File: src/core/bpl_pkg.sv
// constants, carriers and states shared by the boot packet loader
// Function
// - after reset run a short self-test, then drive attention low
// - attention stays low until the whole image arrives, then goes high
// - blank custom fuses: download only through the serial port as slave
// - programmed fuses choose start-up clocking and slave or master download
// - master mode fetches by itself; in slave mode the host paces packets
// - after a good download start executing without further command
// - a clock packet after fuse clocking replaces the fuse clock values
// - packet is command byte, three length bytes, four address bytes, payload
// - multi-byte fields travel least significant byte first
// - header packet: command 0x02, length 0x108, address is the start address
// - header payload: image length word, filler word, 256-byte signature
// - image data packets are expected only after a valid header
// - data packet: command 0x03, length is byte count, address is destination
// - image length reached: release attention and jump to the start address
// - clock packet: command 0x04, length 0x18, address zero
// - clock payload: three control words, lock word, baud bytes, pad, divider
// - a valid clock packet loads the clock, baud and divider registers at once
// - serial clock divider is loaded only in master boot, else discarded
// - loaded values are start-up values; software may rewrite them later
// - unsupported command codes are rejected with code 0x0FED0035
// - data before a valid header is rejected with code 0x0FED0036
// - slave mode shifts one 32-bit status code out during the next packet
package bpl_pkg;
    localparam int unsigned CLK_MHZ = 200;
    localparam int unsigned SELFTEST_NS = 1000;
    localparam int unsigned SELFTEST_CYC = (SELFTEST_NS * CLK_MHZ + 999) / 1000;
    localparam logic [7:0] TEST_LAST = 8'(SELFTEST_CYC - 1);
    localparam logic [7:0] CMD_HDR = 8'h02;
    localparam logic [7:0] CMD_DATA = 8'h03;
    localparam logic [7:0] CMD_PLL = 8'h04;
    localparam logic [23:0] HDR_LEN = 24'h000108;
    localparam logic [23:0] PLL_LEN = 24'h000018;
    localparam logic [23:0] MAX_LEN = 24'h001ff8;
    localparam logic [31:0] PLL_ADDR = 32'h00000000;
    localparam logic [23:0] LEN_LAST = 24'h000002;
    localparam logic [23:0] ADDR_LAST = 24'h000003;
    localparam logic [23:0] POS_IMG_LEN = 24'h000003;
    localparam logic [23:0] POS_CLK1 = 24'h000003;
    localparam logic [23:0] POS_CLK2 = 24'h000007;
    localparam logic [23:0] POS_CLK3 = 24'h00000b;
    localparam logic [23:0] POS_LOCK = 24'h00000f;
    localparam logic [23:0] POS_BAUD_LO = 24'h000010;
    localparam logic [23:0] POS_BAUD_HI = 24'h000011;
    localparam logic [23:0] POS_SCLK = 24'h000017;
    localparam logic [31:0] FLASH_READ = 32'h03000000;
    localparam logic [7:0] MIN_HALF = 8'h06;
    localparam logic ATTN_RST = 1'b1;
    localparam logic [31:0] ST_HDR_VALID = 32'h0fed0007;
    localparam logic [31:0] ST_PKT_VALID = 32'h0fed0008;
    localparam logic [31:0] ST_DL_DONE = 32'h0fed0009;
    localparam logic [31:0] ST_PLL_OK = 32'h0fed000e;
    localparam logic [31:0] ST_BAD_HDR = 32'h0fed0034;
    localparam logic [31:0] ST_BAD_TYPE = 32'h0fed0035;
    localparam logic [31:0] ST_NO_HDR = 32'h0fed0036;
    localparam logic [31:0] ST_BAD_PLL = 32'h0fed0039;
    localparam logic [31:0] ST_ALIGN = 32'h0fed003b;
    localparam logic [7:0] OFS_CLK1 = 8'h00;
    localparam logic [7:0] OFS_CLK2 = 8'h04;
    localparam logic [7:0] OFS_CLK3 = 8'h08;
    localparam logic [7:0] OFS_LOCK = 8'h0c;
    localparam logic [7:0] OFS_BAUD = 8'h10;
    localparam logic [7:0] OFS_SCLK = 8'h14;
    localparam logic [7:0] OFS_STAT = 8'h18;
    localparam logic [7:0] OFS_FLAGS = 8'h1c;
    localparam logic [7:0] OFS_EXEC = 8'h20;
    typedef struct packed {
        logic [31:0] clock_control_word1;
        logic [31:0] clock_control_word2;
        logic [31:0] clock_control_word3;
        logic [31:0] lock_control_word;
        logic [7:0] baud_divider_low;
        logic [7:0] baud_divider_high;
        logic [31:0] serial_clock_divider;
    } bpl_cfg_t;
    typedef struct packed {
        logic programmed;
        logic boot_master;
        bpl_cfg_t cfg;
    } bpl_fuse_t;
    typedef struct packed {
        logic we;
        logic [31:0] addr;
        logic [7:0] data;
    } bpl_mem_t;
    typedef enum logic [2:0] {
        ST_TEST = 3'h0,
        ST_CMD = 3'h1,
        ST_LEN = 3'h3,
        ST_ADDR = 3'h2,
        ST_DATA = 3'h6,
        ST_RUN = 3'h4
    } bpl_state_t;
endpackage

File: src/core/bpl_sync.sv
// three-stage input synchroniser with agreement filter
`timescale 1ns/1ps
`default_nettype none
module bpl_sync #(
    parameter int W = 1,
    parameter logic [W-1:0] RST = '0
) (
    // clock and reset
    input wire logic clk,
    input wire logic srst,
    // asynchronous in, filtered out
    input wire logic [W-1:0] din,
    output logic [W-1:0] dout
);
    typedef struct packed {
        logic [W-1:0] s1;
        logic [W-1:0] s2;
        logic [W-1:0] s3;
        logic [W-1:0] q;
    } bpl_sync_t;
    bpl_sync_t r;
    bpl_sync_t n;

    // a bit changes only once stages two and three agree
    always_comb begin
        n.s1 = din;
        n.s2 = r.s1;
        n.s3 = r.s2;
        n.q = (r.s2 & ~(r.s2 ^ r.s3)) | (r.q & (r.s2 ^ r.s3));
    end

    always_ff @(posedge clk) begin
        if (srst) begin
            r <= {RST, RST, RST, RST};
        end else begin
            r <= n;
        end
    end

    assign dout = r.q;
endmodule
`default_nettype wire

File: src/core/bpl_spi_mst.sv
// serial master that streams bytes from flash after a read opcode
`timescale 1ns/1ps
`default_nettype none
module bpl_spi_mst
    import bpl_pkg::*;
(
    // clock and reset
    input wire logic clk,
    input wire logic srst,
    // control
    input wire logic en,
    input wire logic stop,
    input wire logic [7:0] half_div,
    // pins
    input wire logic miso,
    output logic sclk,
    output logic cs_n,
    output logic mosi,
    // received bytes
    output logic byte_v,
    output logic [7:0] byte_d
);
    typedef struct packed {
        logic act;
        logic done;
        logic sclk;
        logic cs_n;
        logic [7:0] divc;
        logic [5:0] cmdc;
        logic [2:0] bitc;
        logic [31:0] tx;
        logic [7:0] rx;
        logic bv;
    } bpl_mst_t;
    bpl_mst_t r;
    bpl_mst_t n;
    logic [7:0] half;

    assign half = (half_div < MIN_HALF) ? MIN_HALF : half_div;

    // mode 0 clocking, sample late in the high half to cover input sync delay
    always_comb begin
        n = r;
        n.bv = 1'b0;
        if (!r.act) begin
            if (en && !r.done) begin
                n.act = 1'b1;
                n.cs_n = 1'b0;
                n.tx = FLASH_READ;
                n.divc = 8'h00;
            end
        end else if (stop) begin
            n.act = 1'b0;
            n.done = 1'b1;
            n.cs_n = 1'b1;
            n.sclk = 1'b0;
        end else if (r.divc == half) begin
            n.divc = 8'h00;
            n.sclk = ~r.sclk;
            if (r.sclk) begin
                n.rx = {r.rx[6:0], miso};
                n.tx = {r.tx[30:0], 1'b0};
                n.bitc = r.bitc + 3'h1;
                if (r.cmdc != 6'h20) begin
                    n.cmdc = r.cmdc + 6'h01;
                end else if (r.bitc == 3'h7) begin
                    n.bv = 1'b1;
                end
            end
        end else begin
            n.divc = r.divc + 8'h01;
        end
    end

    always_ff @(posedge clk) begin
        if (srst) begin
            r <= '{cs_n: 1'b1, default: '0};
        end else begin
            r <= n;
        end
    end

    assign sclk = r.sclk;
    assign cs_n = r.cs_n;
    assign mosi = r.tx[31];
    assign byte_v = r.bv;
    assign byte_d = r.rx;
endmodule
`default_nettype wire

File: src/core/bpl_loader.sv
// boot packet loader: fuse choice, packet parser, clock registers, wishbone slave
//
// The Wishbone register port and the register addresses were decided locally.
`timescale 1ns/1ps
`default_nettype none
module bpl_loader
    import bpl_pkg::*;
(
    // clock and reset
    input wire logic clk,
    input wire logic srst,
    // one-time fuses
    input wire bpl_fuse_t fuse,
    // serial slave pins
    input wire logic s_sclk,
    input wire logic s_cs_n,
    input wire logic s_mosi,
    output logic s_miso,
    output logic s_miso_oe,
    // serial master pins
    output logic m_sclk,
    output logic m_cs_n,
    output logic m_mosi,
    input wire logic m_miso,
    // memory write port
    output bpl_mem_t mem,
    // boot outputs
    output logic host_attn_n,
    output logic run,
    output logic [31:0] exec_addr,
    output bpl_cfg_t cfg,
    // wishbone slave
    input wire logic wb_cyc_i,
    input wire logic wb_stb_i,
    input wire logic wb_we_i,
    input wire logic [7:0] wb_adr_i,
    input wire logic [3:0] wb_sel_i,
    input wire logic [31:0] wb_dat_i,
    output logic [31:0] wb_dat_o,
    output logic wb_ack_o
);
    typedef struct packed {
        bpl_state_t st;
        logic [7:0] test_cnt;
        logic master;
        logic attn_n;
        logic run;
        logic hdr_ok;
        logic reject;
        logic [7:0] cmd;
        logic [23:0] len;
        logic [31:0] addr;
        logic [23:0] cnt;
        logic [31:0] sh;
        logic [31:0] img_len;
        logic [31:0] rx_total;
        logic [31:0] exec_addr;
        logic [31:0] code;
        bpl_cfg_t cfg;
        bpl_cfg_t stage;
        bpl_mem_t mem;
        logic [2:0] bitc;
        logic [7:0] rxb;
        logic bv;
        logic sclk_d;
        logic [31:0] tx;
        logic miso_oe;
        logic mst_go;
        logic ack;
        logic [31:0] rdat;
    } bpl_core_t;

    localparam bpl_core_t CORE_RST = '{st: ST_TEST, attn_n: ATTN_RST, default: '0};

    bpl_core_t r;
    bpl_core_t n;
    logic [2:0] s_pins;
    logic m_miso_s;
    logic m_bv;
    logic [7:0] m_byte;
    logic bv_in;
    logic [7:0] bd;
    logic [31:0] nsh;
    logic [32:0] chk;

    // byte-lane merge for wishbone writes
    function automatic logic [31:0] bpl_merge(input logic [31:0] o, input logic [31:0] d,
                                              input logic [3:0] s);
        logic [31:0] v;
        v = o;
        for (int i = 0; i < 4; i++) begin
            if (s[i]) begin
                v[8*i +: 8] = d[8*i +: 8];
            end
        end
        return v;
    endfunction

    // header check: reject flag over status code
    function automatic logic [32:0] bpl_check(input logic [7:0] c, input logic [23:0] l,
                                              input logic [31:0] a, input logic h);
        logic [32:0] v;
        v = {1'b1, ST_BAD_TYPE};
        unique case (c)
            CMD_HDR: begin
                v = (l == HDR_LEN) ? {1'b0, ST_HDR_VALID} : {1'b1, ST_BAD_HDR};
            end
            CMD_DATA: begin
                if (!h) begin
                    v = {1'b1, ST_NO_HDR};
                end else if ((l[2:0] != 3'h0) || (a[2:0] != 3'h0) || (l > MAX_LEN)) begin
                    v = {1'b1, ST_ALIGN};
                end else begin
                    v = {1'b0, ST_PKT_VALID};
                end
            end
            CMD_PLL: begin
                v = ((l == PLL_LEN) && (a == PLL_ADDR)) ? {1'b0, ST_PLL_OK} : {1'b1, ST_BAD_PLL};
            end
            default: begin
                v = {1'b1, ST_BAD_TYPE};
            end
        endcase
        return v;
    endfunction

    // slave pins pass the three-stage filter; cs idles high
    bpl_sync #(.W(3), .RST(3'h2)) u_sync_s (
        .clk(clk),
        .srst(srst),
        .din({s_sclk, s_cs_n, s_mosi}),
        .dout(s_pins)
    );

    bpl_sync #(.W(1), .RST(1'b0)) u_sync_m (
        .clk(clk),
        .srst(srst),
        .din(m_miso),
        .dout(m_miso_s)
    );

    // flash fetch engine, divider taken from the live register
    bpl_spi_mst u_mst (
        .clk(clk),
        .srst(srst),
        .en(r.mst_go),
        .stop(r.run),
        .half_div(r.cfg.serial_clock_divider[7:0]),
        .miso(m_miso_s),
        .sclk(m_sclk),
        .cs_n(m_cs_n),
        .mosi(m_mosi),
        .byte_v(m_bv),
        .byte_d(m_byte)
    );

    // byte source follows the chosen boot port
    assign bv_in = r.master ? m_bv : r.bv;
    assign bd = r.master ? m_byte : r.rxb;
    assign nsh = {bd, r.sh[31:8]};
    assign chk = bpl_check(r.cmd, r.len, nsh, r.hdr_ok);

    always_comb begin
        n = r;
        n.bv = 1'b0;
        n.ack = 1'b0;
        n.mem.we = 1'b0;
        n.mst_go = 1'b0;

        // slave deserialiser, msb first, status shifts out on the same edges
        n.sclk_d = s_pins[2];
        n.miso_oe = ~r.master & ~s_pins[1];
        if (s_pins[1]) begin
            n.bitc = 3'h0;
        end else if (s_pins[2] && !r.sclk_d && !r.master) begin
            n.rxb = {r.rxb[6:0], s_pins[0]};
            n.bitc = r.bitc + 3'h1;
            n.tx = {r.tx[30:0], 1'b0};
            n.bv = (r.bitc == 3'h7);
        end

        // wishbone classic slave, one wait state, unmapped reads zero
        if (wb_cyc_i && wb_stb_i && !r.ack) begin
            n.ack = 1'b1;
            unique case (wb_adr_i)
                OFS_CLK1: n.rdat = r.cfg.clock_control_word1;
                OFS_CLK2: n.rdat = r.cfg.clock_control_word2;
                OFS_CLK3: n.rdat = r.cfg.clock_control_word3;
                OFS_LOCK: n.rdat = r.cfg.lock_control_word;
                OFS_BAUD: n.rdat = {16'h0000, r.cfg.baud_divider_high, r.cfg.baud_divider_low};
                OFS_SCLK: n.rdat = r.cfg.serial_clock_divider;
                OFS_STAT: n.rdat = r.code;
                OFS_FLAGS: n.rdat = {28'h0000000, r.master, r.hdr_ok, r.run, r.attn_n};
                OFS_EXEC: n.rdat = r.exec_addr;
                default: n.rdat = 32'h00000000;
            endcase
            if (wb_we_i) begin
                n.rdat = 32'h00000000;
                unique case (wb_adr_i)
                    OFS_CLK1: n.cfg.clock_control_word1 = bpl_merge(r.cfg.clock_control_word1, wb_dat_i, wb_sel_i);
                    OFS_CLK2: n.cfg.clock_control_word2 = bpl_merge(r.cfg.clock_control_word2, wb_dat_i, wb_sel_i);
                    OFS_CLK3: n.cfg.clock_control_word3 = bpl_merge(r.cfg.clock_control_word3, wb_dat_i, wb_sel_i);
                    OFS_LOCK: n.cfg.lock_control_word = bpl_merge(r.cfg.lock_control_word, wb_dat_i, wb_sel_i);
                    OFS_BAUD: begin
                        if (wb_sel_i[0]) begin
                            n.cfg.baud_divider_low = wb_dat_i[7:0];
                        end
                        if (wb_sel_i[1]) begin
                            n.cfg.baud_divider_high = wb_dat_i[15:8];
                        end
                    end
                    OFS_SCLK: n.cfg.serial_clock_divider = bpl_merge(r.cfg.serial_clock_divider, wb_dat_i, wb_sel_i);
                    default: ;
                endcase
            end
        end

        // packet parser; placed last so its loads win over a same-cycle write
        unique case (r.st)
            ST_TEST: begin
                n.test_cnt = r.test_cnt + 8'h01;
                if (r.test_cnt == TEST_LAST) begin
                    n.st = ST_CMD;
                    n.attn_n = 1'b0;
                    n.master = fuse.programmed & fuse.boot_master;
                    n.mst_go = fuse.programmed & fuse.boot_master;
                    if (fuse.programmed) begin
                        n.cfg = fuse.cfg;
                    end
                end
            end
            ST_CMD: begin
                if (bv_in) begin
                    n.cmd = bd;
                    n.cnt = 24'h000000;
                    n.st = ST_LEN;
                end
            end
            ST_LEN: begin
                if (bv_in) begin
                    n.sh = nsh;
                    n.cnt = r.cnt + 24'h000001;
                    if (r.cnt == LEN_LAST) begin
                        n.len = nsh[31:8];
                        n.cnt = 24'h000000;
                        n.st = ST_ADDR;
                    end
                end
            end
            ST_ADDR: begin
                if (bv_in) begin
                    n.sh = nsh;
                    n.cnt = r.cnt + 24'h000001;
                    if (r.cnt == ADDR_LAST) begin
                        n.addr = nsh;
                        n.cnt = 24'h000000;
                        n.reject = chk[32];
                        n.code = chk[31:0];
                        if (r.len == 24'h000000) begin
                            n.st = ST_CMD;
                            n.tx = chk[31:0];
                        end else begin
                            n.st = ST_DATA;
                        end
                    end
                end
            end
            ST_DATA: begin
                if (bv_in) begin
                    n.sh = nsh;
                    n.cnt = r.cnt + 24'h000001;
                    if (!r.reject) begin
                        unique case (r.cmd)
                            CMD_HDR: begin
                                if (r.cnt == POS_IMG_LEN) begin
                                    n.img_len = nsh;
                                end
                            end
                            CMD_DATA: begin
                                n.mem.we = 1'b1;
                                n.mem.addr = r.addr + {8'h00, r.cnt};
                                n.mem.data = bd;
                                n.rx_total = r.rx_total + 32'h00000001;
                            end
                            CMD_PLL: begin
                                if (r.cnt == POS_CLK1) n.stage.clock_control_word1 = nsh;
                                if (r.cnt == POS_CLK2) n.stage.clock_control_word2 = nsh;
                                if (r.cnt == POS_CLK3) n.stage.clock_control_word3 = nsh;
                                if (r.cnt == POS_LOCK) n.stage.lock_control_word = nsh;
                                if (r.cnt == POS_BAUD_LO) n.stage.baud_divider_low = bd;
                                if (r.cnt == POS_BAUD_HI) n.stage.baud_divider_high = bd;
                                if (r.cnt == POS_SCLK) n.stage.serial_clock_divider = nsh;
                            end
                            default: ;
                        endcase
                    end
                    if (r.cnt == r.len - 24'h000001) begin
                        n.st = ST_CMD;
                        n.tx = r.code;
                        if (!r.reject && (r.cmd == CMD_HDR)) begin
                            n.hdr_ok = 1'b1;
                            n.exec_addr = r.addr;
                            n.rx_total = 32'h00000000;
                        end
                        if (!r.reject && (r.cmd == CMD_PLL)) begin
                            n.cfg = n.stage;
                            if (!r.master) begin
                                n.cfg.serial_clock_divider = r.cfg.serial_clock_divider;
                            end
                        end
                    end
                    if (!r.reject && (r.cmd == CMD_DATA) && (n.rx_total == r.img_len)) begin
                        n.st = ST_RUN;
                        n.attn_n = 1'b1;
                        n.run = 1'b1;
                        n.code = ST_DL_DONE;
                        n.tx = ST_DL_DONE;
                    end
                end
            end
            ST_RUN: ;
            default: n.st = ST_CMD;
        endcase
    end

    always_ff @(posedge clk) begin
        if (srst) begin
            r <= CORE_RST;
        end else begin
            r <= n;
        end
    end

    // every output but the master pins straight from the state register
    assign s_miso = r.tx[31];
    assign s_miso_oe = r.miso_oe;
    assign mem = r.mem;
    assign host_attn_n = r.attn_n;
    assign run = r.run;
    assign exec_addr = r.exec_addr;
    assign cfg = r.cfg;
    assign wb_dat_o = r.rdat;
    assign wb_ack_o = r.ack;
endmodule
`default_nettype wire

File: config.mk
export PLATFORM = sky130hd
export DESIGN_NAME = bpl_loader
export DESIGN_NICKNAME = d
export VERILOG_FILES = /design/src/core/bpl_pkg.sv /design/src/core/bpl_sync.sv /design/src/core/bpl_spi_mst.sv /design/src/core/bpl_loader.sv
export SDC_FILE = /design/constraint.sdc
export NUM_CORES = 2
export LEC_CHECK = 0
export BUFFER_PORTS_ARGS = -buffer_cell sky130_fd_sc_hd__buf_2
export CORE_ASPECT_RATIO = 2
export CORE_MARGIN = 2
export CORE_UTILIZATION = 54
export DETAILED_ROUTE_END_ITERATION = 10
export PLACE_DENSITY_LB_ADDON = 0.15
export SKIP_LAST_GASP = 1
export SLEW_MARGIN = 10
export SYNTH_ARGS = -nofsm -noshare
export SYNTH_HDL_FRONTEND = slang
export SYNTH_HIERARCHICAL = 1
export SYNTH_SLANG_ARGS = --single-unit
export TNS_END_PERCENT = 50
File: constraint.sdc
create_clock -name clk -period 3.9 [get_ports clk]
set_clock_uncertainty 0.2 [all_clocks]
set_input_delay 0.78 -clock clk [delete_from_list [all_inputs] [get_ports clk]]
set_output_delay 0.78 -clock clk [all_outputs]
set_load 0.1 [all_outputs]
==> impl_results.md <==
* Status: finished, violations left
* Violated checks: setup timing
* Distinct cell type count after synthesis at 85
* FF/Latch Area at between 15000 and 20000 um^2
* Final hold slack at approximately 84 ps
* Post-synth top area share at approximately 36%
* Final WL at approximately 190000 um
* GRT Util Overall at 45.31%
* Htree depth at 3
* Core area at 78920 um^2
* First-pass GRT wire length at roughly 270000 um
* Detailed Place HPWL at around 140000 um
* Initial drt markers at approximately 4800
* Vias in the first global route at 41996
* Fin util at around 66%
* Max cap viols at 0
* Clock share of power at between 40 and 50%
* Slowest cell on crit path: or4_4
* Via/cell ratio at approximately 6.3
* Total power at approximately 16 mW
* Sequential share of the synthesized area at around 36%
* Min Tclk post-route at 4119 ps
* Max Buffers Root-to-Sink at 3
* Insertion delay to the later sink of the worst-skew pair at just under 700 ps
* Starting density of the core at between 50 and 60%
* Pin count of the biggest net entering global routing at between 150 and 200
* Top cells by area, synth: dfxtp_1 36%, nand2_1 8.4%, mux2i_1 7.5%, a21oi_1 7.4%, nor2_1 5.4%
* Core Rows at roughly 150
* Hold_buf cts at 0
* CP Max Fanout at 6
* WP data arrival at about 4500 ps
* First drt pass iteration count at 8
* Non-filler instance count after layout at between 7000 and 8000
* Sequential power share at between 40% and 50%
* Initial antenna violation count at 17
* Count leader, synth: nand2_1
* Post-synth EDFFs at 0
* Commonest cells in the netlist: 963 x nand2_1, 780 x dfxtp_1, 632 x a21oi_1
* TritonCTS clock tree: done
* Buffers on Ports at between 500 and 600
* Layout cells sized above 1 at around a quarter
* Largest area contributor in the synthesized netlist: dfxtp_1
* Comb power frac at 3.4%
* Full die area at approximately 82000 um^2
* Psw at slightly below 4 mW
* Die height at ~400 um
* Routed wire length per instance at about 27 um
* Hold Crit Class: input port to flop
* DRT antenna net count at 0
* Ports at 520
* WS Path Type: flop to flop
* Worst-Margin Slew at between 1000 and 1500 ps
* Syn avg cell area at 7.623 um^2
* Root buf cell: clkbuf_16
* FF+latch count, synth at between 700 and 800
* Area growth syn-to-layout at 20.88%
* PnR worst setup slack at -219.5 ps
* FFs w/ async S/R, synth at 0%
* Setup violators final at ~190
* Drc violations at 0
* P_int at 12.36 mW
* Congestion Overflow GR at 0
* Slowest stage delay, CP at 550 ps
* Die width at just over 200 um
* Fillers at 7096
* Clock transition at path regs at 70 ps
* CTS buffer count at 75
* Mapped cell area at approximately 43000 um^2
* F_max at 242.7 MHz
* Syn_nets at approximately 6000
* PwrDens at around 310 nW/um^2
* VDD IR max at 367.1 uV
* RSZ-0062 raised after global routing: true
* Ys Warns at 6
* Predominant post-synthesis flop cell: dfxtp_1
* Slew Viols, Final at 0
* Critical Path Start Type: flop
* Slew HR at 3.035%
* Fin crit share at 105.6%
* Leakage at between 20 and 25 nW
* Multi-input gate area at 24310 um^2
* Via count at between 40000 and 50000
* Worst slack, placed at -417.1 ps
* Sw frac at a little under a quarter
* WP data required at roughly 4200 ps
* Worst path cell trace: or4_4 > or4_4 > mux2i_1 > o21ai_1 > buf_4 > nor4b_4 > nand4bb_1 > buf_4 > or4_4 > a221oi_4 > nand3_2 > buf_8 > buf_4 > a211oi_2 > nor4_1
* Gpl congestion at approximately 1.1
* CP endpoint kind: flop
* Crit path max-delay family: simple AND/OR/NAND/NOR gates
* Final hold vios at 0
* Cells after Synth at roughly 5600
* Placed Cells incl. Taps at 6928
* Nets at 6282
* Buf/Inv on CP at 4
* CTS Sinks at 780
[state kept, by name, indices dropped and copies added, names as in the netlist, 2 cells and up]
name / cells
r: 393
cfg: 176
u_mst/r: 49
mem: 41
exec_addr: 32
wb_dat_o: 32
nsh: 24
u_mst/byte_d: 8
u_sync_s/n: 6
u_sync_s/dout: 3
u_sync_s/r: 3
u_sync_m/n: 2
[cell type report]
class / count / share of cell area [%]
Sequential cell: 780 / 30.15
Antenna cell: 9 / 0.04346
Clock buffer: 102 / 4.169
Inverter: 35 / 0.2535
Multi-Input combinational cell: 4051 / 46.91
Timing Repair Buffer: 1068 / 15.31
Clock inverter: 32 / 0.6591
Tap cell: 1036 / 2.501
[layer usage]
metal | up-vias | global-route usage, % | share of wire (%)
met2 | 2657 | 72.64 | 45
li1 | 20178 | - | -
met4 | 14 | 40.39 | 11
met1 | 21029 | 48.07 | 33
met3 | 841 | 13.19 | 11
met5 | - | 0 | 0.046
[what timing repair did]
action                     CTS  global route
buffers inserted            20             4
pin swaps                   71            39
setup endpoints to repair  253           245
cloned                      14             4
resized for setup          122            75
[worst paths after layout]
| kind | from | to | slack, ps | cells past startpoint |
|---|---|---|---|---|
| max | r[692]$_SDFFE_PP0P_ | r[735]$_SDFFE_PP0P_ | -220 | 15 |
| min | s_cs_n | u_sync_s/n[7]$_SDFF_PP1_ | 80 | 2 |
| max reg2reg | r[692]$_SDFFE_PP0P_ | r[735]$_SDFFE_PP0P_ | -220 | 15 |
| min reg2reg | u_sync_s/n[7]$_SDFF_PP1_ | u_sync_s/n[4]$_SDFF_PP1_ | 210 | 1 |
[through the flow]
stage                     setup TNS [ps]  cell area [um^2]
after global placement            -51220             47650
final                             -18130             51820
after CTS                         -13250             51260
after global routing              -44640             51810
after floorplan                    -1519             43050
after detailed placement          -52060             47650
[kinds of logic after synthesis]
family | after synthesis | share of synthesized area (%)
multiplexers | 367 | 8.697
XOR/XNOR | 106 | 2.230
AO/OA/AOI/OAI | 1393 | 20.08
buffers and inverters | 793 | 9.575
flip-flops | 780 | 36.42
adder cells (fa/ha/maj) | 40 | 1.185
AND/OR/NAND/NOR | 2145 | 21.81
[placed cells by master, fill, tap and decap left out, drive strengths merged, types with 73 or more instances in the layout]
master / netlist / final
o21ai: 193 / 193
a211oi: 215 / 215
nor3: 107 / 107
a221oi: 75 / 75
nor2: 616 / 616
dfxtp: 780 / 780
nand3: 131 / 131
a21oi: 634 / 634
nand2: 963 / 963
mux2i: 323 / 323
nor2b: 73 / 73
buf: 343 / 1060
clkbuf: 415 / 106
[power groups by stage]
stage	clock, mW	sequential (mW)	combinational [mW]
after floorplan	0	8.17	0.188
after CTS	7.76	7.98	0.506
final	7.74	7.98	0.547
after global routing	8.04	7.97	0.543
after global placement	0	8.16	0.507
after detailed placement	0	8.16	0.504
(Power assumes the default switching activity.)
